[config.mk]
export PLATFORM = sky130hd
export DESIGN_NAME = bkl_loader
export DESIGN_NICKNAME = d
export VERILOG_FILES = /design/src/hdl/bkl_loader_fix.sv /design/src/hdl/bkl_pkg.sv /design/src/hdl/bkl_shift32.sv /design/src/hdl/bkl_par_fetch.sv /design/src/hdl/bkl_loader.sv
export VERILOG_INCLUDE_DIRS = /design/src /design/src/hdl
export SDC_FILE = /design/constraint.sdc
export NUM_CORES = 1
export LEC_CHECK = 0
export ABC_AREA = 1
export BUFFER_PORTS_ARGS = -buffer_cell sky130_fd_sc_hd__buf_2
export CAP_MARGIN = 20
export CORE_MARGIN = 3
export CORE_UTILIZATION = 30
export DETAILED_ROUTE_END_ITERATION = 8
export GPL_TIMING_DRIVEN = 1
export PLACE_DENSITY_LB_ADDON = 0.08
export SYNTH_ARGS = -nofsm -noshare
export SYNTH_HDL_FRONTEND = slang
export SYNTH_SLANG_ARGS = --single-unit
[constraint.sdc]
create_clock -name aclk -period 3 [get_ports aclk]
set_input_delay 0.3 -clock aclk [delete_from_list [all_inputs] [get_ports aclk]]
set_output_delay 0.3 -clock aclk [all_outputs]
set_load 0.05 [all_outputs]
[src/hdl/bkl_map.svh]
// Contract
// - Strap code 10 boots over the parallel port from 8-bit wide memory.
// - Strap code 11 is internal boot and starts no external transfer.
// - Parallel control defaults: strobe high, enabled, 23 clocks, receive DMA on.
// - Parallel boot adds a hold cycle, reads 8-bit data, keeps buffer hang.
// - Kernel DMA starts at 0x80000 offset 0, modifier 1, count 0x180 words.
// - External side starts at index 0, modifier 1, count 0x600 bytes.
// - Strap 00 selects serial slave boot, strap 01 serial master boot.
// - Serial receive word is fixed at 32 bits, packed low bit first.
// - Two 16-bit or four 8-bit source words make one internal write.
// - Two 48-bit instructions travel as three 32-bit words.
// - Slave defaults: enabled, slave, low bit first, 32 bits, output off.
// - Slave reset values: control 4D22, DMA control 7, index 80000, count 180.
// - Master boot drives clock, pulls flag 0 low, sends read 0x03 address 0.
// - Master boot comes up as master and moves 384 32-bit words.
// - Master defaults: enabled, master role, low bit first.
// - Master defaults: 32 bits, output on, send zeros, receive DMA, idle high.
// - Master reset: rate divider 0x0064, flag register 0xfe01.
// - Master discards the word received during the command word.
`ifndef BKL_MAP_SVH
`define BKL_MAP_SVH

`define BKL_STRAP_SLAVE    2'b00
`define BKL_STRAP_MASTER   2'b01
`define BKL_STRAP_PARALLEL 2'b10

`define BKL_PP_RST     32'h0000016f
`define BKL_PP_EN      0
`define BKL_PP_DUR_LO  1
`define BKL_PP_DUR_HI  5
`define BKL_PP_BHC     6
`define BKL_PP_WIDE    7
`define BKL_PP_DEN     8
`define BKL_PP_TRAN    9
`define BKL_PP_ALEPL   12
`define BKL_PP_BHD     13

`define BKL_SCTL_SLAVE  32'h00004d22
`define BKL_SCTL_MASTER 32'h00005d06
`define BKL_SDMAC_RST   32'h00000007
`define BKL_BAUD_RST    16'h0064
`define BKL_FLAG_RST    16'hfe01
`define BKL_FLAG_SEL0   0
`define BKL_FLAG_VAL0   8

`define BKL_NW_BASE    20'h80000
`define BKL_INT_IDX    20'h00000
`define BKL_INT_MOD    20'h00001
`define BKL_INT_COUNT  16'h0180
`define BKL_EXT_IDX    20'h00000
`define BKL_EXT_MOD    20'h00001
`define BKL_EXT_COUNT  16'h0600
// Opcode 0x03 as seen MSB first by the memory, shifted out LSB first
`define BKL_RD_CMD     32'h000000c0

`define BKL_OFF_PARALLEL_PORT_CONTROL  8'h00
`define BKL_OFF_SCTL   8'h04
`define BKL_OFF_BAUD   8'h08
`define BKL_OFF_FLAG   8'h0c
`define BKL_OFF_SDMAC  8'h10
`define BKL_OFF_DIDX   8'h14
`define BKL_OFF_DCNT   8'h18
`define BKL_OFF_EIDX   8'h1c
`define BKL_OFF_ECNT   8'h20
`define BKL_OFF_STAT   8'h24

`endif

[src/hdl/bkl_loader_fix.sv]
`default_nettype none
`default_nettype wire

[src/hdl/bkl_pkg.sv]
`default_nettype none
`include "bkl_map.svh"
package bkl_pkg;
  typedef enum logic [1:0] {BKL_MODE_SLAVE, BKL_MODE_MASTER, BKL_MODE_PARALLEL,
                            BKL_MODE_INTERNAL} bkl_mode_t;
  typedef enum logic [1:0] {BKL_MST_IDLE, BKL_MST_RUN, BKL_MST_DONE} bkl_mst_t;
  typedef enum logic [1:0] {BKL_PF_IDLE, BKL_PF_LATCH, BKL_PF_READ, BKL_PF_HOLD} bkl_pf_t;

  function automatic bkl_mode_t bkl_decode(input logic [1:0] strap);
    unique case (strap)
      `BKL_STRAP_SLAVE:    return BKL_MODE_SLAVE;
      `BKL_STRAP_MASTER:   return BKL_MODE_MASTER;
      `BKL_STRAP_PARALLEL: return BKL_MODE_PARALLEL;
      default:             return BKL_MODE_INTERNAL;
    endcase
  endfunction
endpackage
`default_nettype wire

[src/hdl/bkl_shift32.sv]
`default_nettype none
module bkl_shift32
  import bkl_pkg::*;
(
  // Clock and reset
  input  wire logic        aclk,
  input  wire logic        aresetn,
  // Serial bits
  input  wire logic        bit_stb,
  input  wire logic        bit_in,
  // Assembled word
  output logic             word_stb,
  output logic [31:0]      word
);
  logic [31:0] sr_q;
  logic [4:0]  cnt_q;

  // Width of the source never matters: narrow words arrive back to back
  always_ff @(posedge aclk) begin
    if (!aresetn) begin
      sr_q     <= '0;
      cnt_q    <= '0;
      word_stb <= 1'b0;
      word     <= '0;
    end else begin
      word_stb <= 1'b0;
      if (bit_stb) begin
        sr_q  <= {bit_in, sr_q[31:1]};
        cnt_q <= cnt_q + 5'd1;
        if (cnt_q == 5'd31) begin
          word_stb <= 1'b1;
          word     <= {bit_in, sr_q[31:1]};
        end
      end
    end
  end
endmodule
`default_nettype wire

[src/hdl/bkl_par_fetch.sv]
`default_nettype none
module bkl_par_fetch
  import bkl_pkg::*;
(
  // Clock and reset
  input  wire logic        aclk,
  input  wire logic        aresetn,
  // Request
  input  wire logic        req,
  input  wire logic [19:0] addr,
  input  wire logic [4:0]  duration,
  input  wire logic        hold_en,
  input  wire logic        ale_low,
  output logic             busy,
  output logic             byte_stb,
  output logic [7:0]       byte_q,
  // Pins
  output logic             par_ale,
  output logic [19:0]      par_addr,
  output logic             par_rd_n,
  input  wire logic [7:0]  par_data_i
);
  bkl_pf_t    st_q;
  logic [4:0] cnt_q;

  assign busy = (st_q != BKL_PF_IDLE);

  always_ff @(posedge aclk) begin
    if (!aresetn) begin
      st_q     <= BKL_PF_IDLE;
      cnt_q    <= '0;
      byte_stb <= 1'b0;
      byte_q   <= '0;
      par_ale  <= 1'b0;
      par_addr <= '0;
      par_rd_n <= 1'b1;
    end else begin
      byte_stb <= 1'b0;
      unique case (st_q)
        BKL_PF_IDLE: begin
          par_ale <= ale_low;
          if (req) begin
            par_addr <= addr;
            par_ale  <= ~ale_low;
            st_q     <= BKL_PF_LATCH;
          end
        end
        BKL_PF_LATCH: begin
          par_ale  <= ale_low;
          par_rd_n <= 1'b0;
          // A zero duration would wrap to 32 cycles; run it as one cycle
          cnt_q    <= (duration == 5'd0) ? 5'd0 : duration - 5'd1;
          st_q     <= BKL_PF_READ;
        end
        BKL_PF_READ: begin
          if (cnt_q == 5'd0) begin
            par_rd_n <= 1'b1;
            byte_q   <= par_data_i;
            byte_stb <= 1'b1;
            st_q     <= hold_en ? BKL_PF_HOLD : BKL_PF_IDLE;
          end else begin
            cnt_q <= cnt_q - 5'd1;
          end
        end
        BKL_PF_HOLD: st_q <= BKL_PF_IDLE;
      endcase
    end
  end
endmodule
`default_nettype wire

[src/hdl/bkl_loader.sv]
// Added by the designer: the AXI4-Lite register port and the placing of the registers.
`default_nettype none
module bkl_loader
  import bkl_pkg::*;
(
  // Clock and reset
  input  wire logic        aclk,
  input  wire logic        aresetn,
  // Boot straps
  input  wire logic [1:0]  boot_strap_code,
  // AXI4-Lite write
  input  wire logic [7:0]  s_axil_awaddr,
  input  wire logic        s_axil_awvalid,
  output logic             s_axil_awready,
  input  wire logic [31:0] s_axil_wdata,
  input  wire logic [3:0]  s_axil_wstrb,
  input  wire logic        s_axil_wvalid,
  output logic             s_axil_wready,
  output logic [1:0]       s_axil_bresp,
  output logic             s_axil_bvalid,
  input  wire logic        s_axil_bready,
  // AXI4-Lite read
  input  wire logic [7:0]  s_axil_araddr,
  input  wire logic        s_axil_arvalid,
  output logic             s_axil_arready,
  output logic [31:0]      s_axil_rdata,
  output logic [1:0]       s_axil_rresp,
  output logic             s_axil_rvalid,
  input  wire logic        s_axil_rready,
  // Serial pins
  input  wire logic        serial_clock_line_i,
  output logic             serial_clock_line_o,
  output logic             serial_clock_line_oe,
  input  wire logic        slave_select_in_n,
  input  wire logic        mosi_i,
  output logic             mosi_o,
  output logic             mosi_oe,
  input  wire logic        miso_i,
  output logic             miso_o,
  output logic             miso_oe,
  output logic             flag_out_zero_n,
  // Parallel pins
  output logic             par_ale,
  output logic [19:0]      par_addr,
  output logic             par_rd_n,
  input  wire logic [7:0]  par_data_i,
  // Internal memory write
  output logic             mem_we,
  output logic [19:0]      mem_addr,
  output logic [31:0]      mem_wdata,
  // Completion
  output logic             spi_boot_done,
  output logic             par_boot_done
);
  function automatic logic [31:0] bkl_strb(input logic [31:0] old_v,
                                            input logic [31:0] new_v,
                                            input logic [3:0]  strb);
    logic [31:0] r;
    r = old_v;
    for (int i = 0; i < 4; i++) begin
      if (strb[i]) r[i*8 +: 8] = new_v[i*8 +: 8];
    end
    return r;
  endfunction

  function automatic logic bkl_mapped(input logic [7:0] a);
    return (a[1:0] == 2'b00) && (a <= `BKL_OFF_STAT);
  endfunction

  bkl_mode_t   mode_q;
  logic [1:0]  strap_q;
  logic [31:0] parallel_port_control_q;
  logic [15:0] baud_q;
  logic [15:0] flag_q;

  // Straps are caught while reset is held
  always_ff @(posedge aclk) begin
    if (!aresetn) begin
      strap_q <= boot_strap_code;
      mode_q  <= bkl_decode(boot_strap_code);
    end
  end

  // AXI4-Lite write channel
  logic       have_aw_q;
  logic       have_w_q;
  logic [7:0] awaddr_q;
  logic [31:0] wdata_q;
  logic [3:0] wstrb_q;
  logic       wr_do;

  assign wr_do = have_aw_q && have_w_q && !s_axil_bvalid;

  always_ff @(posedge aclk) begin
    if (!aresetn) begin
      have_aw_q      <= 1'b0;
      have_w_q       <= 1'b0;
      awaddr_q       <= '0;
      wdata_q        <= '0;
      wstrb_q        <= '0;
      s_axil_awready <= 1'b0;
      s_axil_wready  <= 1'b0;
      s_axil_bvalid  <= 1'b0;
      s_axil_bresp   <= 2'b00;
    end else begin
      if (s_axil_awvalid && s_axil_awready) begin
        awaddr_q       <= s_axil_awaddr;
        have_aw_q      <= 1'b1;
        s_axil_awready <= 1'b0;
      end else if (!have_aw_q && !s_axil_bvalid) begin
        s_axil_awready <= 1'b1;
      end
      if (s_axil_wvalid && s_axil_wready) begin
        wdata_q       <= s_axil_wdata;
        wstrb_q       <= s_axil_wstrb;
        have_w_q      <= 1'b1;
        s_axil_wready <= 1'b0;
      end else if (!have_w_q && !s_axil_bvalid) begin
        s_axil_wready <= 1'b1;
      end
      if (wr_do) begin
        have_aw_q     <= 1'b0;
        have_w_q      <= 1'b0;
        s_axil_bvalid <= 1'b1;
        s_axil_bresp  <= bkl_mapped(awaddr_q) ? 2'b00 : 2'b10;
      end else if (s_axil_bvalid && s_axil_bready) begin
        s_axil_bvalid <= 1'b0;
      end
    end
  end

  // Writable controls; the rest of the map is read-only state
  logic [31:0] baud_wr;
  logic [31:0] flag_wr;

  assign baud_wr = bkl_strb({16'h0, baud_q}, wdata_q, wstrb_q);
  assign flag_wr = bkl_strb({16'h0, flag_q}, wdata_q, wstrb_q);

  always_ff @(posedge aclk) begin
    if (!aresetn) begin
      parallel_port_control_q <= `BKL_PP_RST;
      baud_q  <= `BKL_BAUD_RST;
      flag_q  <= `BKL_FLAG_RST;
    end else if (wr_do) begin
      case (awaddr_q)
        `BKL_OFF_PARALLEL_PORT_CONTROL: parallel_port_control_q <= bkl_strb(parallel_port_control_q, wdata_q, wstrb_q);
        `BKL_OFF_BAUD:  baud_q  <= (baud_wr == 32'h0) ? baud_q : baud_wr[15:0];
        `BKL_OFF_FLAG:  flag_q  <= flag_wr[15:0];
        default: ;
      endcase
    end
  end

  // Kernel DMA into internal memory
  logic [19:0] int_index_q;
  logic [15:0] int_count_q;
  logic        skip_q;
  logic        sr_word_stb;
  logic [31:0] sr_word;
  logic        par_word_stb_q;
  logic [31:0] par_word_q;
  logic        spi_mode;
  logic        spi_word_ok;
  logic        mem_wr_go;

  assign spi_mode    = (mode_q == BKL_MODE_SLAVE) || (mode_q == BKL_MODE_MASTER);
  assign spi_word_ok = sr_word_stb && spi_mode && !(skip_q && mode_q == BKL_MODE_MASTER);
  assign mem_wr_go   = (spi_word_ok || par_word_stb_q) && (int_count_q != 16'h0);

  always_ff @(posedge aclk) begin
    if (!aresetn) begin
      int_index_q   <= `BKL_INT_IDX;
      int_count_q   <= `BKL_INT_COUNT;
      skip_q        <= 1'b1;
      mem_we        <= 1'b0;
      mem_addr      <= '0;
      mem_wdata     <= '0;
      spi_boot_done <= 1'b0;
      par_boot_done <= 1'b0;
    end else begin
      mem_we <= 1'b0;
      // The word shifted in under the read command is garbage
      if (sr_word_stb && mode_q == BKL_MODE_MASTER) skip_q <= 1'b0;
      if (mem_wr_go) begin
        // Words land in arrival order, so three words rebuild two instructions
        mem_we      <= 1'b1;
        mem_addr    <= `BKL_NW_BASE + int_index_q;
        mem_wdata   <= spi_word_ok ? sr_word : par_word_q;
        int_index_q <= int_index_q + `BKL_INT_MOD;
        int_count_q <= int_count_q - 16'h1;
        if (int_count_q == 16'h1) begin
          if (mode_q == BKL_MODE_PARALLEL) par_boot_done <= 1'b1;
          else spi_boot_done <= 1'b1;
        end
      end
    end
  end

  // Parallel port byte stream
  logic        par_go;
  logic        pf_req_q;
  logic [19:0] pf_addr_q;
  logic [19:0] ext_index_q;
  logic [15:0] ext_count_q;
  logic [31:0] pw_q;
  logic [1:0]  pb_q;
  logic        pf_busy;
  logic        pf_byte_stb;
  logic [7:0]  pf_byte;

  // Only the 8-bit receive setup is a valid boot path
  assign par_go = (mode_q == BKL_MODE_PARALLEL) && parallel_port_control_q[`BKL_PP_EN] &&
                  parallel_port_control_q[`BKL_PP_DEN] && !parallel_port_control_q[`BKL_PP_TRAN] &&
                  !parallel_port_control_q[`BKL_PP_WIDE];

  always_ff @(posedge aclk) begin
    if (!aresetn) begin
      pf_req_q       <= 1'b0;
      pf_addr_q      <= '0;
      ext_index_q    <= `BKL_EXT_IDX;
      ext_count_q    <= `BKL_EXT_COUNT;
      pw_q           <= '0;
      pb_q           <= '0;
      par_word_stb_q <= 1'b0;
      par_word_q     <= '0;
    end else begin
      pf_req_q       <= 1'b0;
      par_word_stb_q <= 1'b0;
      if (par_go && !pf_busy && !pf_req_q && ext_count_q != 16'h0) begin
        pf_req_q    <= 1'b1;
        pf_addr_q   <= ext_index_q;
        ext_index_q <= ext_index_q + `BKL_EXT_MOD;
        ext_count_q <= ext_count_q - 16'h1;
      end
      if (pf_byte_stb) begin
        pw_q <= {pf_byte, pw_q[31:8]};
        pb_q <= pb_q + 2'd1;
        if (pb_q == 2'd3) begin
          par_word_stb_q <= 1'b1;
          par_word_q     <= {pf_byte, pw_q[31:8]};
        end
      end
    end
  end

  bkl_par_fetch u_fetch (
    .aclk       (aclk),
    .aresetn    (aresetn),
    .req        (pf_req_q),
    .addr       (pf_addr_q),
    .duration   (parallel_port_control_q[`BKL_PP_DUR_HI:`BKL_PP_DUR_LO]),
    .hold_en    (parallel_port_control_q[`BKL_PP_BHC]),
    .ale_low    (parallel_port_control_q[`BKL_PP_ALEPL]),
    .busy       (pf_busy),
    .byte_stb   (pf_byte_stb),
    .byte_q     (pf_byte),
    .par_ale    (par_ale),
    .par_addr   (par_addr),
    .par_rd_n   (par_rd_n),
    .par_data_i (par_data_i)
  );

  // Serial master: clock idles high, data moves on falling, sampled on rising
  bkl_mst_t    mst_q;
  logic [16:0] div_q;
  logic [31:0] tx_q;
  logic        mst_bit;
  logic        sclk_prev_q;
  logic        ss_prev_q;
  logic        armed_q;
  logic        slv_bit;

  assign mst_bit = (mst_q == BKL_MST_RUN) && (div_q == 17'h0) && !serial_clock_line_o;

  always_ff @(posedge aclk) begin
    if (!aresetn) begin
      mst_q                <= BKL_MST_IDLE;
      div_q                <= '0;
      tx_q                 <= `BKL_RD_CMD;
      serial_clock_line_o  <= 1'b1;
      serial_clock_line_oe <= 1'b0;
      mosi_o               <= 1'b0;
      mosi_oe              <= 1'b0;
      flag_out_zero_n      <= 1'b1;
    end else begin
      unique case (mst_q)
        BKL_MST_IDLE: begin
          if (mode_q == BKL_MODE_MASTER) begin
            mst_q                <= BKL_MST_RUN;
            serial_clock_line_oe <= 1'b1;
            mosi_oe              <= 1'b1;
            flag_out_zero_n      <= flag_q[`BKL_FLAG_VAL0] | ~flag_q[`BKL_FLAG_SEL0];
            div_q                <= {baud_q, 1'b0};
          end
        end
        BKL_MST_RUN: begin
          if (spi_boot_done) begin
            mst_q                <= BKL_MST_DONE;
            serial_clock_line_o  <= 1'b1;
            serial_clock_line_oe <= 1'b0;
            mosi_oe              <= 1'b0;
            flag_out_zero_n      <= 1'b1;
          end else if (div_q == 17'h0) begin
            // Half period is twice the divider plus one cycle, so the bit rate is the core clock over 4x+2
            div_q               <= {baud_q, 1'b0};
            serial_clock_line_o <= ~serial_clock_line_o;
            if (serial_clock_line_o) begin
              mosi_o <= tx_q[0];
              tx_q   <= {1'b0, tx_q[31:1]};
            end
          end else begin
            div_q <= div_q - 17'h1;
          end
        end
        BKL_MST_DONE: ;
      endcase
    end
  end

  // Serial slave: host owns the clock; select must fall before bits count
  always_ff @(posedge aclk) begin
    if (!aresetn) begin
      sclk_prev_q <= 1'b1;
      ss_prev_q   <= 1'b1;
      armed_q     <= 1'b0;
      miso_o      <= 1'b0;
      miso_oe     <= 1'b0;
    end else begin
      sclk_prev_q <= serial_clock_line_i;
      ss_prev_q   <= slave_select_in_n;
      if (ss_prev_q && !slave_select_in_n) armed_q <= 1'b1;
      else if (slave_select_in_n) armed_q <= 1'b0;
    end
  end

  assign slv_bit = (mode_q == BKL_MODE_SLAVE) && armed_q && !slave_select_in_n &&
                   !sclk_prev_q && serial_clock_line_i && !spi_boot_done;

  bkl_shift32 u_shift (
    .aclk     (aclk),
    .aresetn  (aresetn),
    .bit_stb  (mst_bit || slv_bit),
    .bit_in   ((mode_q == BKL_MODE_MASTER) ? miso_i : mosi_i),
    .word_stb (sr_word_stb),
    .word     (sr_word)
  );

  // AXI4-Lite read channel
  logic [31:0] rd_mux;

  always_comb begin
    rd_mux = '0;
    case (s_axil_araddr)
      `BKL_OFF_PARALLEL_PORT_CONTROL: rd_mux = parallel_port_control_q;
      `BKL_OFF_SCTL:  rd_mux = (mode_q == BKL_MODE_SLAVE)  ? `BKL_SCTL_SLAVE :
                               (mode_q == BKL_MODE_MASTER) ? `BKL_SCTL_MASTER : 32'h0;
      `BKL_OFF_BAUD:  rd_mux = {16'h0, baud_q};
      `BKL_OFF_FLAG:  rd_mux = {16'h0, flag_q};
      `BKL_OFF_SDMAC: rd_mux = spi_mode ? `BKL_SDMAC_RST : 32'h0;
      `BKL_OFF_DIDX:  rd_mux = {12'h0, `BKL_NW_BASE + int_index_q};
      `BKL_OFF_DCNT:  rd_mux = {16'h0, int_count_q};
      `BKL_OFF_EIDX:  rd_mux = {12'h0, ext_index_q};
      `BKL_OFF_ECNT:  rd_mux = {16'h0, ext_count_q};
      `BKL_OFF_STAT:  rd_mux = {28'h0, par_boot_done, spi_boot_done, strap_q};
      default:        rd_mux = 32'h0;
    endcase
  end

  always_ff @(posedge aclk) begin
    if (!aresetn) begin
      s_axil_arready <= 1'b0;
      s_axil_rvalid  <= 1'b0;
      s_axil_rdata   <= '0;
      s_axil_rresp   <= 2'b00;
    end else begin
      if (s_axil_arvalid && s_axil_arready) begin
        s_axil_arready <= 1'b0;
        s_axil_rvalid  <= 1'b1;
        s_axil_rdata   <= rd_mux;
        s_axil_rresp   <= bkl_mapped(s_axil_araddr) ? 2'b00 : 2'b10;
      end else if (s_axil_rvalid && s_axil_rready) begin
        s_axil_rvalid <= 1'b0;
      end else if (!s_axil_rvalid) begin
        s_axil_arready <= 1'b1;
      end
    end
  end
endmodule
`default_nettype wire

Yosys cells after proc, flatten, opt, wreduce, memory -nomap -nowiden. Cells that the tools add are included.

Input port bits: 73. Bits in latches: 0. Bits in writable memories: 0. Word-level logic and storage cells: 255. Memories kept: 0. Register bits: 513. ROM bits: 0. Output and inout bits: 125.

Shift-type cells: 0. $add $sub $neg: 10. Muxes and demuxes: 50. Order comparisons: 2. Bitwise operators: 10. Divide/modulo/power cells: 0. Eq/ne operators: 28. Reductions and logical operators: 96. Multiply operators: 0.

Operator list (number): 32-bit case mux with 10 select lines (1); 17-bit two-way mux (3); 20-bit by 1-bit adder with 20-bit output, second input constant (2); 17-bit case mux with 2 select lines (1); 3-bit AND reduction (11); 8-bit by 4-bit == test with 1-bit output, second input constant (4); 8-bit by 5-bit == test with 1-bit output, second input constant (4); 32-bit logical NOT (1); 32-bit two-way mux (1); 8-bit two-way mux (4); 16-bit nonzero test (2); 16-bit by 1-bit subtractor with 16-bit output, second input constant (2); 1-bit logical AND (31); 15-bit two-way mux (2); 2-bit AND reduction (12); 20-bit adder, first input constant (1); 1-bit two-way mux (20); 17-bit logical NOT (1); 17-bit by 1-bit subtractor with 17-bit output, second input constant (1); 16-bit by 1-bit == test with 1-bit output, second input constant (1); 8-bit by 6-bit == test with 1-bit output, second input constant (2); 8-bit by 6-bit <= comparator with 1-bit output, second input constant (2); 8-bit logical NOT (2); 2-bit nonzero test (8); other kinds (25) (77).

Depth between registers and ports, before layout. Gate-level depths: netlist (run 1).

Depth in word-level cells: 9. Mapped depth: 12. Mapped depth without buffers: 11.

By module. From an unflattened synthesis (run 1), not the netlist that was laid out.

Cell total of the unflattened synthesis: 3081. Area total of the unflattened synthesis: 21699.6 um^2.

Modules (own cells, without submodules): bkl_loader (cells an instance 2574, area each 17722.0 um^2, seq. area each 7927.6 um^2, times used 1); bkl_shift32 (cells an instance 294, area each 2421.1 um^2, seq. area each 1381.3 um^2, times used 1); bkl_par_fetch (cells an instance 213, area each 1556.5 um^2, seq. area each 760.7 um^2, times used 1).

Worst setup path before layout (run 1). No wires, ideal clock.

Path kind: flip-flop to flip-flop. From: register mst_q[0]. To: register tx_q[0]. Data arrival time: 1.689 ns. Library setup time: 0.071 ns. Path slack: 1.240 ns. Period minus slack after synthesis: 1.760 ns. Cell stages (with the launch flop): 9. Path buffers: 0. Data required time: 2.929 ns. Cells stage by stage: dfxtp_1 -> inv_1 -> nor2_4 -> nand2_1 -> nor2_1 -> nand3_1 -> clkinv_1 -> o21ai_0 -> a21oi_1.

Word-level cells in the longest chain between the ends: 2.

Ends and longest elaborated chain: start: declaration (line bkl_loader.sv:264) `bkl_mst_t mst_q;`; start signal: assignment (line bkl_loader.sv:277) `mst_q <= BKL_MST_IDLE;`; start signal: assignment (line bkl_loader.sv:289) `mst_q <= BKL_MST_RUN;`; start signal: assignment (line bkl_loader.sv:298) `mst_q <= BKL_MST_DONE;`; 2-bit by 1-bit == test with 1-bit output (line bkl_loader.sv:286) `unique case (mst_q)`; 4-bit AND reduction (no source line); end signal: assignment (line bkl_loader.sv:279) `` tx_q <= `BKL_RD_CMD; ``; end signal: assignment (line bkl_loader.sv:309) `tx_q <= {1'b0, tx_q[31:1]};`; end: declaration (line bkl_loader.sv:266) `logic [31:0] tx_q;`.

Every way passes these cells. A chain may end at the register's enable or synchronous reset.

Worst setup path in the final report (run 1).
From: register mode_q[0]. To: register pf_addr_q[14].

Word-level cells in the longest chain between the ends: 8.

Ends and longest elaborated chain: start: declaration (line bkl_loader.sv:70) `bkl_mode_t mode_q;`; start signal: assignment (line bkl_loader.sv:80) `mode_q <= bkl_decode(boot_strap_code);`; 2-bit == test (line bkl_loader.sv:212) `` assign par_go = (mode_q == BKL_MODE_PARALLEL) && parallel_port_control_q[`BKL_PP_EN] && ``; 1-bit logical AND (4 in a row) (line bkl_loader.sv:212); 1-bit logical AND (3 in a row) (line bkl_loader.sv:229) `if (par_go && !pf_busy && !pf_req_q && ext_count_q != 16'h0) begin`; end signal: assignment (line bkl_loader.sv:231) `pf_addr_q <= ext_index_q;`; end: declaration (line bkl_loader.sv:202) `logic [19:0] pf_addr_q;`.

Every way passes these cells.

==> results of run 1 <==
==> cells in the mapped netlist, types with 9 or more instances <==
| cell | n |
|---|---|
| inv_2 | 13 |
| mux2_2 | 32 |
| clkbuf_1 | 75 |
| inv_1 | 212 |
| o21ai_1 | 18 |
| buf_4 | 15 |
| nor2_2 | 15 |
| a21oi_2 | 9 |
| dfxtp_1 | 497 |
| nand2_2 | 15 |
| xor2_1 | 35 |
| nand4_1 | 21 |
| o211ai_1 | 9 |
| o21ai_0 | 349 |
| nor2_1 | 565 |
| buf_2 | 56 |
| a21oi_1 | 190 |
| nor3_1 | 34 |
| nand2_1 | 618 |
| ha_1 | 15 |
| nand3_1 | 201 |
==> worst paths after layout <==
check	from	to	slack (ns)	depth (start not counted)
max	mode_q[0]	pf_addr_q[14]	0.51	7
min	s_axil_wdata[15]	wdata_q[15]	0.03	3
max reg2reg	mode_q[0]	pf_addr_q[14]	0.51	7
min reg2reg	tx_q[1]	tx_q[0]	0.44	2
==> where the power goes <==
group | switching [W] | internal, W
clock | 0.00299 | 0.00425
sequential | 0.000279 | 0.00704
combinational | 0.00159 | 0.000692
total | 0.00486 | 0.0120
==> cell type report <==
| type | instances | area [um^2] | area share (%) |
|---|---|---|---|
| clock buffer | 82 | 1720 | 6.56 |
| clock inverter | 24 | 255 | 0.976 |
| inverter | 226 | 851 | 3.25 |
| multi-input combinational | 2176 | 10200 | 39.0 |
| sequential | 501 | 10100 | 38.5 |
| tap | 950 | 1190 | 4.55 |
| timing repair buffer | 283 | 1880 | 7.19 |
==> metrics by stage <==
| step | utilization [%] | hold WS (ns) | instances |
|---|---|---|---|
| final | 36.4 | 0.0315 | 4242 |
| after detailed placement | 32.8 | 0.437 | 4077 |
| after global placement | 32.8 | 0.429 | 4077 |
| after CTS | 36.4 | 0.00381 | 4241 |
| after floorplan | - | 0.396 | 3060 |
| after global routing | 36.4 | 0.0379 | 4242 |
==> repair_timing <==
item	CTS	global route
resized for setup	0	0
hold buffers	58	0
hold endpoints to repair	79	0
endpoints found under the setup margin	0	0
==> flip-flops by register name, summed over array words and instances, names as in the netlist, 8 cells and up <==
name	cells
flag_q	16
int_index_q	20
u_shift.sr_q	31
u_fetch.par_addr	20
awaddr_q	8
div_q	17
par_word_q	32
u_shift.word	32
int_count_q	16
wdata_q	32
parallel_port_control_q	32
ext_count_q	16
pf_addr_q	20
s_axil_rdata	32
mem_addr	20
pw_q	24
baud_q	16
u_fetch.byte_q	8
mem_wdata	32
tx_q	8
ext_index_q	20
==> worst register-to-register path: stages, from the launching register on <==
cell and delay [ns]:
edfxtp_1 0.53, nor2_4 0.21, inv_2 0.06, nor3_2 0.33, nand2_1 0.32, inv_2 0.61
o21ai_0 0.22, a21oi_1 0.16
==> logic make-up (layout without fill, tap and decap cells) <==
group | count (synthesis) | in the layout | share of synthesized area [%]
other cells | 1 | 4 | 0.0172
simple gates | 1494 | 1494 | 28.4
buf+inv | 383 | 615 | 7.33
compound gates | 593 | 593 | 14.1
fa+ha+maj | 15 | 15 | 0.860
mux | 32 | 32 | 1.65
xor+xnor | 38 | 38 | 1.52
flops | 501 | 501 | 46.1
==> routing by layer <==
layer | share of wire, % | vias to the layer above
li1 | - | 10300
met1 | 46 | 9488
met2 | 47 | 391
met3 | 3.9 | 109
met4 | 2.8 | 0
met5 | 0 | -
==> impl_metrics.ini, run 1 <==
[run_status]
status = complete, no violations

[routing]
wl_per_cell_um = 17.9
first_iter_violations = 1326
drtPass1Iterations = 5
viasPerCell = 4.77
drt-total-wl_um = 75800
antenna_left = 0
drc_errors = 0
routed-via-count = 20300

[cells_and_area]
n_fill_cell = 7748
drive_above_1_share_pct = 13.0
final_common_cell = nand2_1
area_growth_pct = 19.7
antenna-diode-count = 0
final_nets = 3335
final_cell_mix = nand2_1, nor2_1, dfxtp_1, o21ai_0, inv_1
fin_area_mm2 = 0.0261

[clocking]
clock_latency_ns = 0.65
clk_pin_slew_worst_paths_ns = 0.06
cts_tree = yes
root_buffer = clkbuf_16
numCtsBuffers = 59
cts_setup_buffers = 0
htreeDepth = 2
clkSinkCount = 501
clock_path_buffers = 3

[global_route]
grt_pass1_wl_um = 117000
grt_usage_pct = 19.8
grt_use_met1_pct = 26.0
top_usage_layer = met2
antenna_found_initial = 2
met2_usage_pct = 33.7
met3_usage_pct = 2.64
globalRouteOverflowTotal = 0
grt_pass1_vias = 20000
grt_start_max_net_pins = 141

[synth]
synth_edf_count = 4
synth_seq_area_share_pct = 46.1
ys_ff_latch = 501
async_reset_ff_share_pct = 0
syn_area_per_cell_um2 = 7.14
yosysWarnings = 0
synth_top_area_share_pct = 45.6
synth_area_leader_cell = dfxtp_1
synth_cell_types = 45
syn_inst = 3057
synthTopCellsByArea = dfxtp_1, nand2_1, nor2_1, o21ai_0, nand3_1
yosys_most_used_dff = dfxtp_1
netlist_area_mm2 = 0.0218

[floorplanning]
fp.dieW_um = 276
core-area_mm2 = 0.0719
pin_count = 198
die_area_mm2 = 0.0761
rows = 98
dieHeight_um = 276
start_util_pct = 30.4

[critical_path]
end_kind = flop
crit_chain = nor2_4 > inv_2 > nor3_2 > nand2_1 > inv_2 > o21ai_0 > a21oi_1
cp_common_cell = inv_2
start_kind = flop
path_delay_family = simple AND/OR/NAND/NOR gates
critPathMaxStageDelay_ns = 0.61
worstPathMaxFanout = 45
critPathKind = flop to flop
path_buf_inv = 2
slowest_stage = inv_2
cp.arrival_ns = 3.06
cp.required_ns = 3.56

[sta]
setup_tns_ns = 0
tightest_slew_ns = 0.857
timing.final.max_slew_violations = 0
period_minus_slack_ns = 2.49
setup_viol = 0
fmax_mhz = 401
slew_headroom_pct = 42.8
rsz0062_at_grt = no
final_hold_viol_count = 0
setup_ws_ns = 0.505
fin_skew_ns = 0.0336
fin_crit_sh_pct = 83.2

[placed_design]
portBuffers = 193
place_ws_ns = 0.529
dpl_cell_area_mm2 = 0.0236
gp_congestion = 0.938
dp_hpwl_um = 54500

[power_and_ir_drop]
p_leak_nw = 11.2
total_power_w = 0.0168
ir_worst_vdd_uv = 466
pwr_density_cell_mw_per_mm2 = 644

[flow_run]
cap_viol_max_count = 0

[hold_path]
hp-class = primary input to flop
No activity file was read; power rests on OpenSTA's default activity.
==> inputs of run 2 (changes only) <==
--- a/config.mk
+++ b/config.mk
@@ -6,7 +6,7 @@
 export SDC_FILE = /design/constraint.sdc
 export NUM_CORES = 1
 export LEC_CHECK = 0
-export ABC_AREA = 1
+export ABC_AREA = 0
 export BUFFER_PORTS_ARGS = -buffer_cell sky130_fd_sc_hd__buf_2
 export CAP_MARGIN = 20
 export CORE_MARGIN = 3
==> constraint.sdc (replaced) <==
create_clock -name aclk -period 2.22 [get_ports aclk]
set_input_delay 0.222 -clock aclk [delete_from_list [all_inputs] [get_ports aclk]]
set_output_delay 0.222 -clock aclk [all_outputs]
set_load 0.05 [all_outputs]
==> run 2 against run 1 <==
  * Global-route usage is 0.36 points lower
  * Cell area increased by 4.4%
  * Setup slack worse by 0.67 ns
  * Via count fell by 4.1%
  * Non-clock buffer count grew 206
  * Hold slack gained 0.0025 ns
  * Maximum frequency rose by 4.7%
  * The run now ends with negative setup slack left
  * Power is 29% higher
  * Sequential cell count unchanged
  * Largest cell class unchanged
  * Die area shrank 3.8%
  * Synthesized cell count fell by 19%
  * Largest power group is now clock
  * Clock skew shrank 0.0022 ns
==> impl_metrics.ini, run 2 <==
[cells_and_area]
final_nets = 2939
area_growth_pct = 30.1
final_cell_mix = nand2_1, dfxtp_1, a21oi_1, buf_4, buf_2
multi_input_comb_area_mm2 = 0.0104
final_common_cell = nand2_1
seq_area_mm2 = 0.0101
drive_above_1_share_pct = 20.3
n_fill_cell = 7096
fin_cells = 3830

[sta]
slew_headroom_pct = 27.0
setup_viol = 13
final_hold_viol_count = 0
fmax_mhz = 420
fin_crit_sh_pct = 107
rsz0062_at_grt = yes
setup_ws_ns = -0.162
tightest_slew_ns = 1.09
setup_tns_ns = -1.22
timing.final.max_slew_violations = 0
fin_skew_ns = 0.0314
period_minus_slack_ns = 2.38

[run_status]
violations = negative setup slack
status = finished with violations

[power_and_ir_drop]
p_leak_nw = 10.2
ir_worst_vdd_uv = 561
pwr_density_cell_mw_per_mm2 = 798

[routing]
drtPass1Iterations = 5
wl_per_cell_um = 19.0
viasPerCell = 5.07
first_iter_violations = 1136
drt-total-wl_um = 72600
routed-via-count = 19400
drc_errors = 0
antenna_left = 0

[placed_design]
dp_cells = 3636
place_ws_ns = -0.177
dp_hpwl_um = 51800
portBuffers = 193
gp_congestion = 0.879

[floorplanning]
rows = 96
start_util_pct = 30.4
dieHeight_um = 270
core-area_mm2 = 0.0689
die_area_mm2 = 0.0732
fp.dieW_um = 270
pin_count = 198

[critical_path]
end_kind = flop
cp.required_ns = 2.75
cp.arrival_ns = 2.91
critPathKind = flop to flop
reg2reg_depth = 6
worstPathMaxFanout = 6
start_kind = flop

[clocking]
clock_path_buffers = 3
clkSinkCount = 501
cts_tree = yes
clk_pin_slew_worst_paths_ns = 0.06
htreeDepth = 2
clock_latency_ns = 0.62
numCtsBuffers = 58
root_buffer = clkbuf_16

[synth]
synth_cell_types = 83
synth_seq_area_share_pct = 48.0
yosysMostFrequentCell = nand2_1
yosysWarnings = 0
async_reset_ff_share_pct = 0
syn_area_per_cell_um2 = 8.45
synthTopCellsByCount = nand2_1, dfxtp_1, a21oi_1, nor2_1, clkbuf_1
synthTopCellsByArea = dfxtp_1, nand2_1, a21oi_1, mux2i_1, nor2_1
synth_area_leader_cell = dfxtp_1
yosys_most_used_dff = dfxtp_1
ys_ff_latch = 501
netlist_area_mm2 = 0.0210
synth_edf_count = 4
syn_inst = 2484
synth_top_area_share_pct = 47.4

[flow_run]
cap_viol_max_count = 0

[global_route]
grt_start_max_net_pins = 124
grt_pass1_wl_um = 113000
globalRouteOverflowTotal = 0
grt_pass1_vias = 19200
antenna_found_initial = 5
grt_usage_pct = 19.4

[hold_path]
hold_depth = 3
hp-class = primary input to flop
run 2: changes by cell type in the layout (fill, tap and decap cells not counted), moves of 38 or more:
cell | before | now
mux2i_1 | 0 | 115
nor2_1 | 563 | 165
buf_4 | 26 | 199
a211oi_1 | 6 | 44
inv_1 | 211 | 37
a21oi_1 | 190 | 246
o21ai_0 | 349 | 81
nand2_1 | 617 | 505
nand3_1 | 201 | 65
run 2: power breakdown:
| part | switching (W) | leakage, nW | internal, W | total, W |
|---|---|---|---|---|
| Combinational | 0.00157 | 5.19 | 0.00110 | 0.00268 |
| Sequential | 0.000212 | 4.05 | 0.00922 | 0.00944 |
| Clock | 0.00391 | 0.933 | 0.00576 | 0.00967 |
run 2: cell type report:
cell class / count / area share [%]
multi-input cells: 1763 / 38.1
flip-flops and latches: 501 / 36.9
repair buffers: 489 / 13.1
clock buffers: 83 / 5.95
well taps: 931 / 4.27
clock inverters: 20 / 1.03
inverters: 38 / 0.550
diodes: 5 / 0.0458
run 2: path summary, 6_finish.rpt:
| kind | startpoint | slack, ns | to |
|---|---|---|---|
| max reg2reg | u_fetch.st_q[1] | -0.16 | ext_index_q[19] |
| max | u_fetch.st_q[1] | -0.16 | ext_index_q[19] |
| min reg2reg | pf_addr_q[1] | 0.43 | u_fetch.par_addr[1] |
| min | mosi_i | 0.03 | u_shift.sr_q[31] |
run 2: per-stage QoR:
| stage | total power, W | util [%] | hold slack (ns) | cell area (um^2) |
|---|---|---|---|---|
| after global placement | 0.0120 | 35.1 | 0.416 | 24200 |
| after floorplan | 0.0110 | - | 0.321 | 21000 |
| after CTS | 0.0219 | 39.1 | 0.0209 | 27000 |
| after global routing | 0.0227 | 39.6 | 0.0449 | 27300 |
| after detailed placement | 0.0120 | 35.1 | 0.429 | 24200 |
| final | 0.0218 | 39.6 | 0.0340 | 27300 |
run 2: cells by family after synthesis:
logic type | Yosys count | share of synthesized area [%]
other | 1 | 0.0179
AND/OR/NAND/NOR | 1006 | 22.0
multiplexers | 126 | 6.18
XOR/XNOR | 32 | 1.34
flip-flops | 501 | 48.0
buffers and inverters | 223 | 4.17
adder cells (fa/ha/maj) | 15 | 0.894
AO/OA/AOI/OAI | 580 | 17.4
run 2: routing by layer:
metal  track usage [%]  vias up  share of wire (%)
li1                  -     9543                  -
met1              26.3     9374                 46
met2              32.2      393                 47
met3              2.59      115                4.6
met4              5.68        2                2.5
met5                 0        -              0.018
run 2: repair_timing:
item                                    in CTS  in global routing
gates resized for setup                     17                 52
pin swaps                                   10                 14
hold endpoints to repair                    65                  0
buffers inserted                             4                 10
hold buffers                                73                  0
endpoints found under the setup margin      41                169
run 2: worst max-delay path: stages (launching register included):
cell and delay [ns]:
dfxtp_2 0.32, or4b_4 0.56, or3_4 0.35, a2111o_1 0.41
buf_6 0.17, or3b_1 0.35, a21oi_1 0.13
==> inputs of run 3 (changes only) <==
--- a/config.mk
+++ b/config.mk
@@ -6,14 +6,16 @@
 export SDC_FILE = /design/constraint.sdc
 export NUM_CORES = 1
 export LEC_CHECK = 0
-export ABC_AREA = 0
+export ABC_AREA = 1
 export BUFFER_PORTS_ARGS = -buffer_cell sky130_fd_sc_hd__buf_2
 export CAP_MARGIN = 20
+export CORE_ASPECT_RATIO = 0.8
 export CORE_MARGIN = 3
 export CORE_UTILIZATION = 30
 export DETAILED_ROUTE_END_ITERATION = 8
 export GPL_TIMING_DRIVEN = 1
 export PLACE_DENSITY_LB_ADDON = 0.08
+export SKIP_CTS_REPAIR_TIMING = 1
 export SYNTH_ARGS = -nofsm -noshare
 export SYNTH_HDL_FRONTEND = slang
 export SYNTH_SLANG_ARGS = --single-unit
==> run 3 against run 2 <==
  * The flow finishes with violations (negative hold slack)
  * Clock skew grew 0.0026 ns
  * Maximum frequency grew 19%
  * Register-to-register slack gained 0.38 ns
  * Die area grew 4.0%
  * Clock-buffer cell count grew 3
  * Final cell count grew 12%
  * Cell area shrank 2.9%
  * Critical endpoint is now div_q[11]
==> impl_metrics.ini, run 3 (synthesis results as in run 1) <==
[critical_path]
slowest_stage = nand2_1
crit_chain = inv_2 > nand4_1 > nand2_1 > inv_1 > a21oi_1 > a21oi_1
cp.arrival_ns = 2.49
path_buf_inv = 2
worstPathMaxFanout = 14
start_kind = flop
critPathKind = flop to flop
critPathMaxStageDelay_ns = 0.47
cp.required_ns = 2.70
end_kind = flop
cp_common_cell = a21oi_1
path_delay_family = simple AND/OR/NAND/NOR gates

[global_route]
grt_start_max_net_pins = 112
globalRouteOverflowTotal = 0
grt_pass1_wl_um = 115000
grt_pass1_vias = 19200
antenna_found_initial = 1
grt_usage_pct = 19.4

[floorplanning]
pin_count = 198
start_util_pct = 30.6
core-area_mm2 = 0.0713
dieHeight_um = 247
die_area_mm2 = 0.0761
fp.dieW_um = 308
rows = 87

[cells_and_area]
n_fill_cell = 7678
fin_util_pct = 37.2
fin_cells = 4283
final_cell_mix = nand2_1, nor2_1, dfxtp_1, o21ai_0, inv_1
area_growth_pct = 21.4
fin_area_mm2 = 0.0265
drive_above_1_share_pct = 13.9
final_nets = 3390
final_common_cell = nand2_1

[run_status]
status = finished with violations
violations = negative hold slack

[sta]
fin_crit_sh_pct = 90.3
timing.final.max_slew_violations = 0
fin_skew_ns = 0.0340
final_hold_viol_count = 1
whs_ns = -0.00802
tightest_slew_ns = 0.690
fmax_mhz = 499
slew_headroom_pct = 53.9
period_minus_slack_ns = 2.01
rsz0062_at_grt = no
setup_viol = 0
setup_tns_ns = 0

[power_and_ir_drop]
pwr_density_cell_mw_per_mm2 = 847
p_leak_nw = 11.5
ir_worst_vdd_uv = 493

[routing]
routed-via-count = 20600
drt-total-wl_um = 76100
antenna_left = 0
first_iter_violations = 1459
drtPass1Iterations = 7
wl_per_cell_um = 17.8
viasPerCell = 4.80
drc_errors = 0

[clocking]
clk_pin_slew_worst_paths_ns = 0.06
clock_path_buffers = 3
root_buffer = clkbuf_16
htreeDepth = 2
numCtsBuffers = 56
clock_latency_ns = 0.63
clkSinkCount = 501
cts_tree = yes

[placed_design]
dp_cells = 4107
dp_hpwl_um = 56100
dpl_cell_area_mm2 = 0.0240
gp_congestion = 0.917
portBuffers = 193

[flow_run]
cap_viol_max_count = 0

[hold_path]
hp-class = primary input to flop
## run 3: changes by cell type in the layout (fill, tap and decap cells not counted), sizes merged, moves of 35 or more
| cell | before | now |
|---|---|---|
| a21oi | 256 | 199 |
| buf | 416 | 271 |
| nand2 | 509 | 635 |
| a211oi | 50 | 6 |
| mux2i | 115 | 0 |
| inv | 39 | 227 |
| o21ai | 85 | 367 |
| nand3 | 65 | 204 |
| nand4 | 57 | 22 |
| nor2 | 166 | 587 |
## run 3: layout make-up
type                       instances  area [um^2]  share of cell area, %
multi-input combinational       2176        10200                   38.4
antenna                            1         2.50                0.00944
clock inverter                    18          171                  0.647
tap                              934         1170                   4.41
clock buffer                      86         1670                   6.28
inverter                         226          851                   3.21
timing repair buffer             341         2400                   9.05
sequential                       501        10100                   38.0
## run 3: stage by stage
stage / power, W / worst slack, ns
6_report: 0.0225 / 0.215
5_1_grt: 0.0236 / 0.0567
4_1_cts: 0.0227 / 0.144
3_5_place_dp: 0.0133 / 0.171
3_3_place_gp: 0.0132 / 0.188
2_1_floorplan: 0.0122 / 0.460
## run 3: metal layers
metal	GRT usage, %	routed length (um)	vias up
met5	0	0	-
met4	5.21	1750	0
met3	3.90	4520	90
met2	30.1	33000	470
met1	27.4	36800	9620
li1	-	-	10400
## run 3: report_power, final
part | internal (W) | switching [W]
registers | 0.00950 | 0.000367
logic | 0.00105 | 0.00226
clock network | 0.00530 | 0.00396
total | 0.0159 | 0.00659
## run 3: worst paths after layout
kind         depth (start not counted)      startpoint         endpoint  slack [ns]
min reg2reg                          2          skip_q           skip_q        0.45
max reg2reg                          6       mode_q[1]        div_q[11]        0.21
max                                  6       mode_q[1]        div_q[11]        0.21
min                                  4  s_axil_arvalid  s_axil_rresp[1]      -0.008
## run 3: worst register-to-register path, cell delays in order (launching register included)
cell,delay [ns]
edfxtp_1,0.43
inv_2,0.21
nand4_1,0.23
nand2_1,0.47
inv_1,0.14
a21oi_1,0.28
a21oi_1,0.11
